$ cat src/srs_pkg.sv
// Overview of operation
// [RQ1] host holds reset low at least 750ns
// [RQ2] device outputs defined while reset held low
// [RQ3] reset never enters a low-power state
// [RQ4] host waits 10 clock edges before serial
// [RQ5] device finishes current frame, then enters standby
// [RQ6] host keeps clock running through frame finish
// [RQ7] standby floats video and sync outputs; line_valid_o has no output enable and is driven low
// [RQ8] standby keeps serial control port silent
// [RQ9] dead-zone standby request may lock standby
// [RQ10] hardware reset clears permanent standby
// [RQ11] host may request during frame active, hold frame
// [RQ12] host may request at frame fall, hold 5+vblank
// [RQ13] host never toggles request near vblank plus/minus 5
package srs_pkg;
   localparam int  CLK_PERIOD_NS   = 50;
   localparam int  RESET_MIN_NS    = 750;
   localparam int  RESET_MIN_CYC   = (RESET_MIN_NS + CLK_PERIOD_NS - 1) / CLK_PERIOD_NS;
   localparam int  SER_WAIT_EDGES  = 10;
   localparam int  VB_GUARD_ROWS   = 5;
   localparam int  ROW_CYC         = 16;
   localparam int  ACT_ROWS        = 8;
   localparam int  VBLANK_RST      = 4;
   localparam int  DATA_W          = 10;
   localparam int  CNT_W           = 16;
endpackage

$ cat src/srs_if.sv
`timescale 1ns/1ps
// pins between host and sensor; the wire levels are driven by the host and sensor modules
interface srs_if;
   logic                        rst_n;         // hardware reset, active low
   logic                        standby_req;   // standby request
   logic                        serial_en;     // host wants serial access
   logic                        serial_ack;    // device answers serial port
   logic                        frame_valid_o; // frame active
   logic                        frame_valid_oe_n;
   logic                        line_valid_o;
   logic [srs_pkg::DATA_W-1:0]  pix_o;
   logic                        pix_oe_n;      // low while driving
   logic                        in_standby;
   modport dev  (input rst_n, standby_req, serial_en,
                 output serial_ack, frame_valid_o, frame_valid_oe_n, line_valid_o, pix_o, pix_oe_n, in_standby);
   modport host (output rst_n, standby_req, serial_en,
                 input serial_ack, frame_valid_o, frame_valid_oe_n, line_valid_o, pix_o, pix_oe_n, in_standby);
endinterface

$ cat src/srs_sensor.sv
`timescale 1ns/1ps
// sensor end: frame timing generator with standby sequencing
module srs_sensor #(
   parameter int ROW_CYC  = srs_pkg::ROW_CYC,
   parameter int ACT_ROWS = srs_pkg::ACT_ROWS
) (
   input  wire logic                ref_clk,
   srs_if.dev                       pins,
   input  wire logic [7:0]          vblank_rows_reg,
   output logic                     power_low
);
   typedef enum logic [2:0] {
      SS_ACTIVE  = 3'b001,
      SS_BLANK   = 3'b010,
      SS_STANDBY = 3'b100
   } srs_st_e;

   typedef struct packed {
      srs_st_e                      st;
      logic [srs_pkg::CNT_W-1:0]    col;
      logic [srs_pkg::CNT_W-1:0]    row;
      logic                         pend;      // request seen, frame still running
      logic                         locked;    // dead-zone lock
      logic [1:0]                   req_sync;
      logic [1:0]                   ser_sync;
      logic [srs_pkg::DATA_W-1:0]   pix;
   } srs_dev_s;

   srs_dev_s s_q, s_d;
   logic     resetn;
   logic     req, row_end, dead_zone;

   assign resetn    = pins.rst_n;
   assign req       = s_q.req_sync[1];
   assign row_end   = (s_q.col == srs_pkg::CNT_W'(ROW_CYC - 1));
   // dead zone: last row of blanking, just before readout restarts
   assign dead_zone = (s_q.st == SS_BLANK) && (s_q.row + 16'h0001 == {8'h00, vblank_rows_reg});

   always_comb begin
      s_d          = s_q;
      s_d.req_sync = {s_q.req_sync[0], pins.standby_req};
      s_d.ser_sync = {s_q.ser_sync[0], pins.serial_en};
      s_d.col      = row_end ? '0 : s_q.col + 16'h0001;
      if (s_q.st != SS_ACTIVE && s_q.st != SS_STANDBY)
         s_d.pix = '0;
      else
         s_d.pix = s_q.pix + 10'h001;
      case (s_q.st)
         SS_ACTIVE: begin
            if (req)
               s_d.pend = 1'b1;
            if (row_end) begin
               s_d.row = s_q.row + 16'h0001;
               if (s_q.row == srs_pkg::CNT_W'(ACT_ROWS - 1)) begin
                  s_d.row = '0;
                  // finish the frame first, then sleep
                  if (s_q.pend || req)    // RQ5
                     s_d.st = SS_STANDBY;
                  else
                     s_d.st = SS_BLANK;
               end
            end
         end
         SS_BLANK: begin
            if (req && !s_q.pend && dead_zone)
               s_d.locked = 1'b1;         // RQ9
            if (req)
               s_d.pend = 1'b1;
            if (row_end) begin
               s_d.row = s_q.row + 16'h0001;
               if (s_q.row + 16'h0001 >= {8'h00, vblank_rows_reg}) begin
                  s_d.row = '0;
                  s_d.st  = (s_q.pend || req) ? SS_STANDBY : SS_ACTIVE;
               end
            end
         end
         SS_STANDBY: begin
            s_d.pend = 1'b0;
            s_d.col  = '0;
            // a locked device ignores release; only reset helps
            if (!req && !s_q.locked) begin // RQ9
               s_d.st  = SS_ACTIVE;
               s_d.row = '0;
            end
         end
         default: s_d.st = SS_STANDBY;
      endcase
   end

   // reset returns default startup state without any low-power mode
   always_ff @(posedge ref_clk or negedge resetn) begin
      if (!resetn)
         s_q <= '{st: SS_BLANK, default: '0}; // RQ10
      else
         s_q <= s_d;
   end

   // outputs defined under reset even without clock: all from constants
   always_comb begin
      pins.in_standby       = (s_q.st == SS_STANDBY);
      pins.pix_oe_n         = pins.in_standby;         // RQ7
      pins.frame_valid_oe_n = pins.in_standby;         // RQ7
      pins.frame_valid_o    = (s_q.st == SS_ACTIVE);   // RQ2
      pins.line_valid_o     = (s_q.st == SS_ACTIVE) && (s_q.col < 16'(ROW_CYC - 2));
      pins.pix_o            = s_q.pix;
      pins.serial_ack       = s_q.ser_sync[1] && !pins.in_standby; // RQ8
      power_low             = pins.in_standby;         // RQ3
   end
endmodule

$ cat src/flat_wrapper.sv
// flat-port wrapper written by rule: the top's interface ports become plain ports
module srs_sensor_flat 
#(
   parameter int ROW_CYC  = srs_pkg::ROW_CYC,
   parameter int ACT_ROWS = srs_pkg::ACT_ROWS
)
  (ref_clk, vblank_rows_reg, power_low, pins_rst_n, pins_standby_req, pins_serial_en, pins_serial_ack, pins_frame_valid_o, pins_frame_valid_oe_n, pins_line_valid_o, pins_pix_o, pins_pix_oe_n, pins_in_standby);
  srs_if pins_i ();
  input  wire logic ref_clk;
  input  wire logic [7:0] vblank_rows_reg;
  output logic power_low;
  input wire logic [$bits(pins_i.rst_n)-1:0] pins_rst_n;
  input wire logic [$bits(pins_i.standby_req)-1:0] pins_standby_req;
  input wire logic [$bits(pins_i.serial_en)-1:0] pins_serial_en;
  output wire logic [$bits(pins_i.serial_ack)-1:0] pins_serial_ack;
  output wire logic [$bits(pins_i.frame_valid_o)-1:0] pins_frame_valid_o;
  output wire logic [$bits(pins_i.frame_valid_oe_n)-1:0] pins_frame_valid_oe_n;
  output wire logic [$bits(pins_i.line_valid_o)-1:0] pins_line_valid_o;
  output wire logic [$bits(pins_i.pix_o)-1:0] pins_pix_o;
  output wire logic [$bits(pins_i.pix_oe_n)-1:0] pins_pix_oe_n;
  output wire logic [$bits(pins_i.in_standby)-1:0] pins_in_standby;
  assign pins_i.rst_n = pins_rst_n;
  assign pins_i.standby_req = pins_standby_req;
  assign pins_i.serial_en = pins_serial_en;
  assign pins_serial_ack = pins_i.serial_ack;
  assign pins_frame_valid_o = pins_i.frame_valid_o;
  assign pins_frame_valid_oe_n = pins_i.frame_valid_oe_n;
  assign pins_line_valid_o = pins_i.line_valid_o;
  assign pins_pix_o = pins_i.pix_o;
  assign pins_pix_oe_n = pins_i.pix_oe_n;
  assign pins_in_standby = pins_i.in_standby;
  srs_sensor #(.ROW_CYC(ROW_CYC), .ACT_ROWS(ACT_ROWS)) u_core (.ref_clk(ref_clk), .pins(pins_i), .vblank_rows_reg(vblank_rows_reg), .power_low(power_low));
endmodule
$ cat config.mk
export PLATFORM = sky130hd
export DESIGN_NAME = srs_sensor_flat
export DESIGN_NICKNAME = d
export VERILOG_FILES = /design/src/srs_pkg.sv /design/src/srs_if.sv /design/src/srs_sensor.sv /design/src/flat_wrapper.sv
export SDC_FILE = /design/constraint.sdc
export NUM_CORES = 1
export LEC_CHECK = 0
export BUFFER_PORTS_ARGS = -buffer_cell sky130_fd_sc_hd__buf_2
export CORE_UTILIZATION = 44
export CTS_BUF_LIST = sky130_fd_sc_hd__clkbuf_8 sky130_fd_sc_hd__clkbuf_16
export DETAILED_ROUTE_END_ITERATION = 10
export PLACE_DENSITY = 0.64
export SLEW_MARGIN = 20
export SYNTH_ARGS = -nofsm -noshare
export SYNTH_HDL_FRONTEND = slang
export SYNTH_SLANG_ARGS = --single-unit
$ cat constraint.sdc
create_clock -name ref_clk -period 4.9 [get_ports ref_clk]
set_clock_uncertainty 0.1 [all_clocks]
set_input_delay 0.245 -clock ref_clk [delete_from_list [all_inputs] [get_ports ref_clk]]
set_output_delay 0.245 -clock ref_clk [all_outputs]
set_load 0.05 [all_outputs]
==> results of run 1 <==
## where the power goes
| group | internal (mW) | switching [mW] | total [mW] | leakage, nW |
|---|---|---|---|---|
| Sequential | 0.422 | 0.00100 | 0.423 | 0.645 |
| Combinational | 0.0101 | 0.0168 | 0.0269 | 0.775 |
| Clock | 0.0981 | 0.139 | 0.237 | 0.0477 |
| Total | 0.530 | 0.156 | 0.687 | 1.47 |
## path summary, 6_finish.rpt
kind,startpoint,end,cells after the start
worst max-delay path,u_core.s_q[16],u_core.s_q[24],10
worst min-delay path,u_core.s_d[13],u_core.req,0
worst max register to register,u_core.s_q[16],u_core.s_q[24],10
worst min register to register,u_core.s_d[13],u_core.req,0
max in group asynchronous,pins_rst_n,u_core.s_q[15],3
min in group asynchronous,pins_rst_n,u_core.s_q[20],3
## through the flow
stage	area [µm²]	hold slack, ns	std cells	power [mW]	worst slack (ns)
2_1_floorplan	2940	-0.151	323	0.441	2.36
3_5_place_dp	3060	0.235	409	0.457	1.82
5_1_grt	3170	0.260	420	0.714	1.55
3_3_place_gp	3060	0.232	409	0.457	1.88
6_report	3170	0.253	420	0.687	1.77
4_1_cts	3170	0.256	420	0.695	1.81
## cell families after synthesis
| logic type | Yosys count | synth area share, % |
|---|---|---|
| AOI/OAI and AO/OA | 30 | 6.94 |
| and+or+nand+nor | 147 | 24.7 |
| DFF | 51 | 43.4 |
| buffers and inverters | 40 | 7.02 |
| xor gates and xnor gates | 42 | 12.5 |
| adders and majority gates | 11 | 4.68 |
| muxes | 2 | 0.723 |
## what timing repair did
| action | 4_1_cts | 5_1_grt |
|---|---|---|
| endpoints found under the hold margin | 52 | 0 |
| buffers inserted | 0 | 0 |
| hold buffers | 3 | 0 |
## routing by layer
layer  vias to the layer above  wire, µm
li1                       1126         -
met1                      1046      2910
met2                        37      2470
met3                         7       195
met4                         0        63
met5                         -         0
## final cells by class
| class | instances | area (µm²) |
|---|---|---|
| clock buffer | 5 | 68.8 |
| clock inverter | 3 | 15.0 |
| fill | 638 | 3220 |
| inverter | 19 | 71.3 |
| multi-input combinational | 232 | 1460 |
| sequential | 51 | 1280 |
| tap | 77 | 96.3 |
| timing repair buffer | 33 | 185 |
## layout by cell type (no fill, tap or decap), types with 2 or more instances in the layout
cell	count
a21oi_1	3
a31oi_1	5
and3_1	7
buf_2	28
buf_4	2
clkbuf_8	5
clkinv_2	3
dfrtp_1	50
dlygate4sd3_1	3
ha_1	11
inv_1	18
nand2_1	31
nand2b_1	2
nand3_1	18
nand4_1	9
nand4b_1	2
nor2_1	48
nor2b_1	5
nor3_1	5
nor4_1	7
nor4b_1	3
o211ai_1	2
o21ai_0	5
o22a_1	2
o22ai_1	4
or3_1	4
xnor2_1	19
xor2_1	23
## state kept, by name, summed over array words and instances (netlist names)
name / count
u_core.s_d: 2
u_core.s_q: 38
u_core.pins.pix_o: 10
u_core.req: 1
## worst max-delay path, delay by kind of cell, from the launching register on
kind            cells  cell delay, ns
simple gates        3            0.37
fa+ha+maj           2            0.65
compound gates      4            1.22
flops               1            0.49
xor+xnor            1            0.17
==> results by group, run 1 <==
Floorplan
  – Rows: 29
  – Initial core utilization: a little under half
  – IO Pins: 29
  – Die Width: 83.7 µm
  – Die area: roughly 7000 µm²
  – Die Height: 83.7 µm
  – Core area: 6390 µm²

Critical path
  – Crit-path cells: ha_1 > nand3_1 > xnor2_1 > ha_1 > o21a_1 > o211ai_1 > a31oi_1 > nor4_2 > a31oi_1 > nor2_1
  – CP Data Arrival Time: 3.18 ns
  – Req. time, crit path: 4.96 ns
  – Crit-path max FO: 11
  – CP Capture Type: flop
  – CP Class: flop to flop
  – FF-to-FF setup slack: ~1.8 ns
  – CP max stage cell: a31oi_1
  – Critical path startpoint category: flop
  – Worst stage delay on the critical path: 0.79 ns

Placed design
  – Post-DP HPWL: 3.96 mm
  – GPL Wtd Cong: 0.904
  – Count of buffers from port buffering: 28

Synth
  – Main synth FF type: dfrtp_1
  – Avg Cell Area, Syn: 9.10 µm²
  – Most instantiated cells after synthesis: dfrtp_1 (50), nor2_1 (48), nand2_1 (31)
  – Ranking of synthesized cells by area: dfrtp_1 (43%), xor2_1 (6.9%), nor2_1 (6.1%)
  – Syn_nets: around 350
  – Synthesized flop and latch total: 51
  – FFs w/ async S/R, synth: 100%
  – Count of cell types in the netlist: 46
  – Synth Warn #: 0
  – Post-synthesis sequential area ratio: 43.4%
  – Post-Syn Area: just under 3000 µm²
  – Cells after Synth: 323
  – Post-synth top area cell: dfrtp_1
  – Synth top area share: 42.6%
  – Most frequent cell after synthesis: dfrtp_1
  – EDFF count, synth: 0

Timing
  – Setup Total Neg Slack: 0 ns
  – Final Max Tran Viols: 0
  – RSZ-0062 raised after global routing: no
  – Slew HR: 30.8%
  – Final cycle utilization of the critical path: 63.8%
  – Worst-Margin Slew: 1.03 ns
  – Max Freq: ~0.32 GHz
  – Crit path time final: 3.13 ns
  – # setup viols final: 0
  – Hold Violations, Final: 0

Routing
  – Vias per cell: 5.28
  – Via Count: 2216
  – WL/cell: about 13 µm
  – 1st-pass router iterations: 4
  – Routed WL: 5.64 mm
  – DRC viols: 0
  – DRT iter0 DRCs: between 70 and 80
  – ANT nets after route: 0

Global route
  – Met1 usage: 24.6%
  – Vias in the first global route: 2148
  – Largest net degree at the start of global routing: 52
  – Met3 Use GR: 4.06%
  – First-pass GRT wire length: 9.92 mm
  – Tot GR Track Use: 17.3%
  – Antenna violations before repair: 0
  – Met2 usage: 26.7%
  – Total grt overflow: 0
  – Top Usage Layer GRT: met2

Clocking
  – Clock sinks: 51
  – CTS tree: built
  – Post_cts resized: 0
  – Clk slew on worst S/H paths: about 0.1 ns
  – Worst-Skew Late Latency: 0.31 ns
  – CTS buffer count: 5
  – Max clock buf depth: 2
  – H-tree levels: 2
  – Clk root buf: clkbuf_8

Finish
  – Synth-to-Final Area Change: 7.83%
  – Diodes inserted: 0
  – Proportion of layout cells with a drive suffix above 1: between 10% and 20%
  – Fin util: 49.6%
  – Final net count: 365

Power and ir drop
  – Power Density: 217 nW/µm²
  – Pleak: 1.47 nW
  – VDD IR-drop max: approximately 120 µV

Outcome
  – Status: finished clean

Job
  – Max cap viols: 0

Min path
  – Worst min path class: flop to flop
Note: power is estimated with default switching activity, not from simulation.
==> run 2: changes to the inputs <==
- ABC_AREA: not set -> 1
- clock period: 4.9 -> 3.3 ns (I/O delays scaled with it)
==> run 2 against run 1 <==
First-iteration DRC count up 25%. Critical path depth up 2. Final area up 9.2%. Maximum frequency up 21%. Cell count up 26%. Area after synthesis up 6.9%. Count of clock-buffer cells in the layout unchanged.
==> results by group, run 2 <==
Synth
  – Cells after Synth: 408
  – Main synth FF type: dfrtp_1
  – Most instantiated cells after synthesis: nand2_1 (89), nor2_1 (54), inv_1 (51)
  – Post-synth top area cell: dfrtp_1
  – Syn_nets: 431
  – Post-Syn Area: about 3100 µm²
  – EDFF count, synth: 0
  – Most frequent cell after synthesis: nand2_1
  – FFs w/ async S/R, synth: 100%
  – Avg Cell Area, Syn: 7.71 µm²
  – Synth Warn #: 0
  – Post-synthesis sequential area ratio: 40.6%
  – Synth top area share: 39.8%
  – Synthesized flop and latch total: 51
  – Count of cell types in the netlist: 34
  – Ranking of synthesized cells by area: dfrtp_1 (40%), nand2_1 (11%), nor2_1 (6.4%)

Min path
  – Hold path start: u_core.s_d[11]
  – Hold EP: u_core.s_q[11]
  – Worst min path class: flop to flop
  – Hold path cells: 0

Timing
  – Slew HR: 59.5%
  – Max Freq: 0.385 GHz
  – RSZ-0062 raised after global routing: no
  – Final Max Tran Viols: 0
  – Setup Total Neg Slack: 0 ns
  – # setup viols final: 0
  – Hold Violations, Final: 0
  – Final cycle utilization of the critical path: 78.6%
  – Worst-Margin Slew: 0.607 ns
  – Crit path time final: 2.59 ns

Routing
  – Routed WL: between 6 and 7 mm
  – Vias per cell: 4.92
  – Via Count: 2604
  – DRC viols: 0
  – ANT nets after route: 0
  – 1st-pass router iterations: 5
  – DRT iter0 DRCs: 90
  – WL/cell: around 12 µm

Clocking
  – H-tree levels: 2
  – Clk root buf: clkbuf_8
  – CTS tree: built
  – CTS buffer count: 5
  – Clock sinks: 51
  – Max clock buf depth: 2
  – Post-CTS Setup Inserts: 0
  – Post_cts resized: 0
  – Clk slew on worst S/H paths: 0.08 ns
  – Worst-Skew Late Latency: 0.30 ns

Critical path
  – Worst stage delay on the critical path: 0.44 ns
  – CP Class: flop to flop
  – CP Capture Type: flop
  – Critical R2R Launch: u_core.s_q[16]
  – Req. time, crit path: 3.39 ns
  – Top cell family by delay on the critical path: simple AND/OR/NAND/NOR gates
  – Critical path startpoint category: flop
  – Worst Setup SP: u_core.s_q[16]
  – CP max stage cell: dfrtp_1
  – Worst R2R End: u_core.s_q[18]
  – Reg2Reg Depth: 12
  – Cell mode on critical path: nand2_1
  – WP buf/inv: 0
  – Crit-path cells: ha_1 > nand2_1 > nor2_4 > xor2_1 > ha_1 > nand2_1 > nor4_1 > nor2_1 > nand3_4 > nand2_4 > nand2_1 > nand2_1
  – Crit-path max FO: 8
  – FF-to-FF setup slack: 0.71 ns
  – CP Data Arrival Time: 2.69 ns

Finish
  – Final instance area: 3460 µm²
  – Synth-to-Final Area Change: 10.1%
  – Diodes inserted: 0
  – Most common cell after layout, fill and taps aside: nand2_1
  – Number of flip-flops in the largest register: 38
  – Most frequent cells in the layout: nand2_1 (89), nor2_1 (54), inv_1 (52), dfrtp_1 (50), buf_2 (28)
  – Proportion of layout cells with a drive suffix above 1: 15.2%
  – Final net count: 455
  – Largest reg by FF count: u_core.s_q

Job
  – Max cap viols: 0

Floorplan
  – Rows: 30
  – Die area: 7490 µm²
  – Die Width: 86.5 µm
  – Die Height: around 87 µm
  – IO Pins: 29
  – Initial core utilization: 46.0%
  – Core area: 6830 µm²

Global route
  – Vias in the first global route: 2472
  – Total grt overflow: 0
  – Largest net degree at the start of global routing: 29
  – Tot GR Track Use: 18.3%
  – First-pass GRT wire length: 10.8 mm
  – Antenna violations before repair: 0

Placed design
  – Count of buffers from port buffering: 28
  – Post-DP HPWL: 4.69 mm
  – Placed standard-cell area: 3300 µm²
  – GPL Wtd Cong: 0.852

Power and ir drop
  – Pleak: 1.71 nW
  – VDD IR-drop max: 210 µV
  – Power Density: approximately 340 nW/µm²

Outcome
  – Status: finished clean
==> run 2: cell count changes after synthesis, sizes merged, moves of 6 or more <==
cell / previous run / this run
nor3b: 0 / 6
xnor2: 19 / 5
nand3: 18 / 27
inv: 19 / 54
a21oi: 3 / 11
nand2: 31 / 96
nor2: 48 / 65
nor3: 6 / 16
o21ai: 6 / 17
xor2: 23 / 6
==> run 2: how the worst max path moves through the flow <==
stage	endpoint	slack, ns	cells past startpoint
finish	u_core.s_q[18]	0.71	12
global placement	u_core.s_q[23]	0.83	12
floorplan	u_core.s_q[48]	1.00	12
CTS	u_core.s_q[18]	0.68	12
detailed placement	u_core.s_q[18]	0.70	13
global route	u_core.s_q[18]	0.48	13
==> run 2: final cells by class <==
| type | count | area (µm²) |
|---|---|---|
| timing repair buffer | 33 | 185 |
| inverter | 54 | 208 |
| multi-input combinational | 287 | 1540 |
| sequential | 51 | 1280 |
| fill | 707 | 3370 |
| clock buffer | 5 | 68.8 |
| clock inverter | 3 | 63.8 |
| tap | 96 | 120 |
==> run 2: what timing repair did <==
| item | in CTS | in global routing |
|---|---|---|
| endpoints found under the hold margin | 29 | 0 |
| setup endpoints to repair | 0 | 0 |
| hold buffers | 3 | 0 |
==> run 2: kinds of logic after synthesis <==
group	share of synthesized area, %
buffers and inverters	10.4
flip-flops	40.6
XOR/XNOR	3.06
adder cells (fa/ha/maj)	4.38
AND/OR/NAND/NOR	35.9
AO/OA/AOI/OAI	5.61
==> run 2: stage by stage <==
stage	hold slack, ns	setup WS [ns]	cells	utilization [%]	power [mW]
6_report	0.263	0.706	529	50.7	1.17
5_1_grt	0.272	0.477	529	50.7	1.22
4_1_cts	0.266	0.681	529	50.7	1.19
3_5_place_dp	0.117	0.696	518	48.3	0.675
3_3_place_gp	0.119	0.830	518	48.3	0.674
2_1_floorplan	-0.231	1.00	408	-	0.651
==> run 2: where the power goes <==
part	switching, mW	internal [mW]
clock	0.204	0.300
sequential	0.00102	0.627
combinational	0.0233	0.0124
==> run 2: per-layer routing <==
metal | global-route usage [%] | up-vias | wire length, µm
li1 | - | 1345 | -
met1 | 22.4 | 1214 | 2820
met2 | 33.1 | 36 | 3050
met3 | 3.24 | 9 | 186
met4 | 4.70 | 0 | 86
met5 | 0 | - | 0
==> run 3: changes to the inputs <==
- clock period: 3.3 -> 2.4 ns (I/O delays scaled with it)
==> run 3 against run 2 <==
Clock power up 18%. Non-clock buffer count rose by 16. Via count increased by 1.6%. Critical endpoint is now u_core.s_q[20]. Largest power group unchanged.
==> results by group, run 3 (synthesized netlist as in run 2, its figures left out) <==
Global route
  – Total grt overflow: 0
  – Met1 usage: 24.0%
  – First-pass GRT wire length: between 10 and 15 mm
  – Top Usage Layer GRT: met2
  – Met2 usage: a little under a third
  – Tot GR Track Use: a little under a fifth
  – Vias in the first global route: 2540
  – Largest net degree at the start of global routing: 52
  – Met3 Use GR: 3.24%
  – Antenna violations before repair: 0

Floorplan
  – IO Pins: 29
  – Die Height: 86.5 µm
  – Die area: around 7500 µm²
  – Die Width: around 87 µm
  – Core area: 6830 µm²
  – Rows: 30
  – Initial core utilization: 46.0%

Timing
  – Worst-Margin Slew: 0.446 ns
  – Setup Total Neg Slack: 0 ns
  – Crit path time final: roughly 2.3 ns
  – Slew HR: 70.2%
  – Max Freq: ~0.43 GHz
  – Final cycle utilization of the critical path: 96.5%
  – # setup viols final: 0
  – Hold Violations, Final: 0
  – Final Max Tran Viols: 0
  – Hold slack: 0.231 ns

Routing
  – Vias per cell: 4.85
  – WL/cell: between 10 and 15 µm
  – Via Count: 2645
  – 1st-pass router iterations: 4
  – Routed WL: 6.42 mm
  – ANT nets after route: 0
  – DRT iter0 DRCs: 105
  – DRC viols: 0

Finish
  – Register area: 1280 µm²
  – Final net count: 471
  – # fillers: 661
  – Multi-input gate area: 1660 µm²
  – Number of flip-flops in the largest register: 38
  – Diodes inserted: 0
  – Most frequent cells in the layout: nand2_1 (84), nor2_1 (53), inv_1 (51), dfrtp_1 (48), buf_2 (28)
  – Largest reg by FF count: u_core.s_q
  – Proportion of layout cells with a drive suffix above 1: 22.3%
  – Fin util: a little over half
  – Most common cell after layout, fill and taps aside: nand2_1
  – Synth-to-Final Area Change: 17.4%

Critical path
  – Worst R2R End: u_core.s_q[20]
  – CP Class: flop to flop
  – Worst Setup SP: u_core.s_q[17]
  – Critical R2R Launch: u_core.s_q[17]
  – CP Capture Type: flop
  – Critical path startpoint category: flop
  – Crit-path cells: ha_4 > nand2_4 > nor2_4 > xor2_2 > ha_1 > nand2_2 > o21a_1 > nand3_1 > nor2_2 > nand3_4 > nand2_4 > nand2_1 > nand2_1
  – CP Data Arrival Time: 2.46 ns
  – Req. time, crit path: 2.54 ns
  – CP max stage cell: dfrtp_2
  – Worst stage delay on the critical path: about 0.47 ns
  – Crit-path max FO: 8
  – Reg2Reg Depth: 13
  – Worst Setup EP: u_core.s_q[20]
  – FF-to-FF setup slack: around 0.085 ns

Clocking
  – H-tree levels: 2
  – CTS tree: built
  – Worst-Skew Late Latency: 0.30 ns
  – Max clock buf depth: 2
  – Clock sinks: 51
  – Clk slew on worst S/H paths: approximately 0.10 ns
  – CTS buffer count: 5
  – Clk root buf: clkbuf_8

Placed design
  – Count of buffers from port buffering: 28
  – GPL Wtd Cong: approximately 0.84
  – Post-DP HPWL: between 4 and 5 mm

Outcome
  – Status: finished clean

Power and ir drop
  – Pleak: 1.79 nW
  – Power Density: 411 nW/µm²
  – VDD IR-drop max: 227 µV

Job
  – Max cap viols: 0

Min path
  – Worst min path class: primary input to async pin
==> run 3: worst min-delay path by stage <==
stage | endpoint | depth (start not counted) | startpoint | slack [ns]
3_5_place_dp | u_core.s_q[36] | 2 | pins_rst_n | 0.04
4_1_cts | u_core.s_q[45] | 3 | pins_rst_n | 0.24
5_1_grt | u_core.s_q[45] | 3 | pins_rst_n | 0.26
2_1_floorplan | u_core.pins.pix_o[0] | 0 | pins_rst_n | -0.28
6_report | u_core.s_q[36] | 3 | pins_rst_n | 0.23
3_3_place_gp | u_core.s_q[36] | 2 | pins_rst_n | 0.04
==> run 3: repair_timing <==
| item | in CTS | in global routing |
|---|---|---|
| setup buffers | 0 | 5 |
| hold endpoints to repair | 53 | 0 |
| pin swaps | 1 | 9 |
| hold buffers | 3 | 0 |
| gates resized for setup | 2 | 22 |
| setup endpoints to repair | 11 | 11 |
==> run 3: layout make-up <==
type                    count  area share (%)
clock buffers               5            1.86
clock inverters             3            1.12
inverters                  54            5.63
multi-input cells         287            44.8
flip-flops and latches     51            34.7
well taps                  96            3.25
repair buffers             49            8.61
==> run 3: worst max-delay path: cells and delay by family, from the launching register on <==
kind                     cells  cell delay, ns
XOR/XNOR                     1            0.18
AO/OA/AOI/OAI                1            0.14
adder cells (fa/ha/maj)      2            0.49
AND/OR/NAND/NOR              9            0.88
flip-flops                   1            0.47
==> run 3: power breakdown <==
| part | switching [mW] | leakage, nW | internal, mW |
|---|---|---|---|
| sequential | 0.00134 | 0.664 | 0.862 |
| combinational | 0.0361 | 1.07 | 0.0233 |
| clock | 0.286 | 0.0556 | 0.307 |
| total | 0.323 | 1.79 | 1.19 |
==> run 3: per-stage QoR <==
stage                     total power [mW]  setup WS, ns  cell area [µm²]  std cells
after floorplan                      0.895         0.103             3140        408
after global placement               0.929     -0.000510             3390        529
after detailed placement             0.930        -0.128             3390        529
after CTS                             1.53       0.00885             3540        540
after global routing                  1.58       -0.0340             3690        545
final                                 1.52        0.0847             3690        545
==> run 3: metal layers <==
metal  part of all wire (%)  up-vias
met3                    2.6        7
li1                       -     1381
met1                     49     1227
met5                      0        -
met2                     47       30
met4                    1.2        0
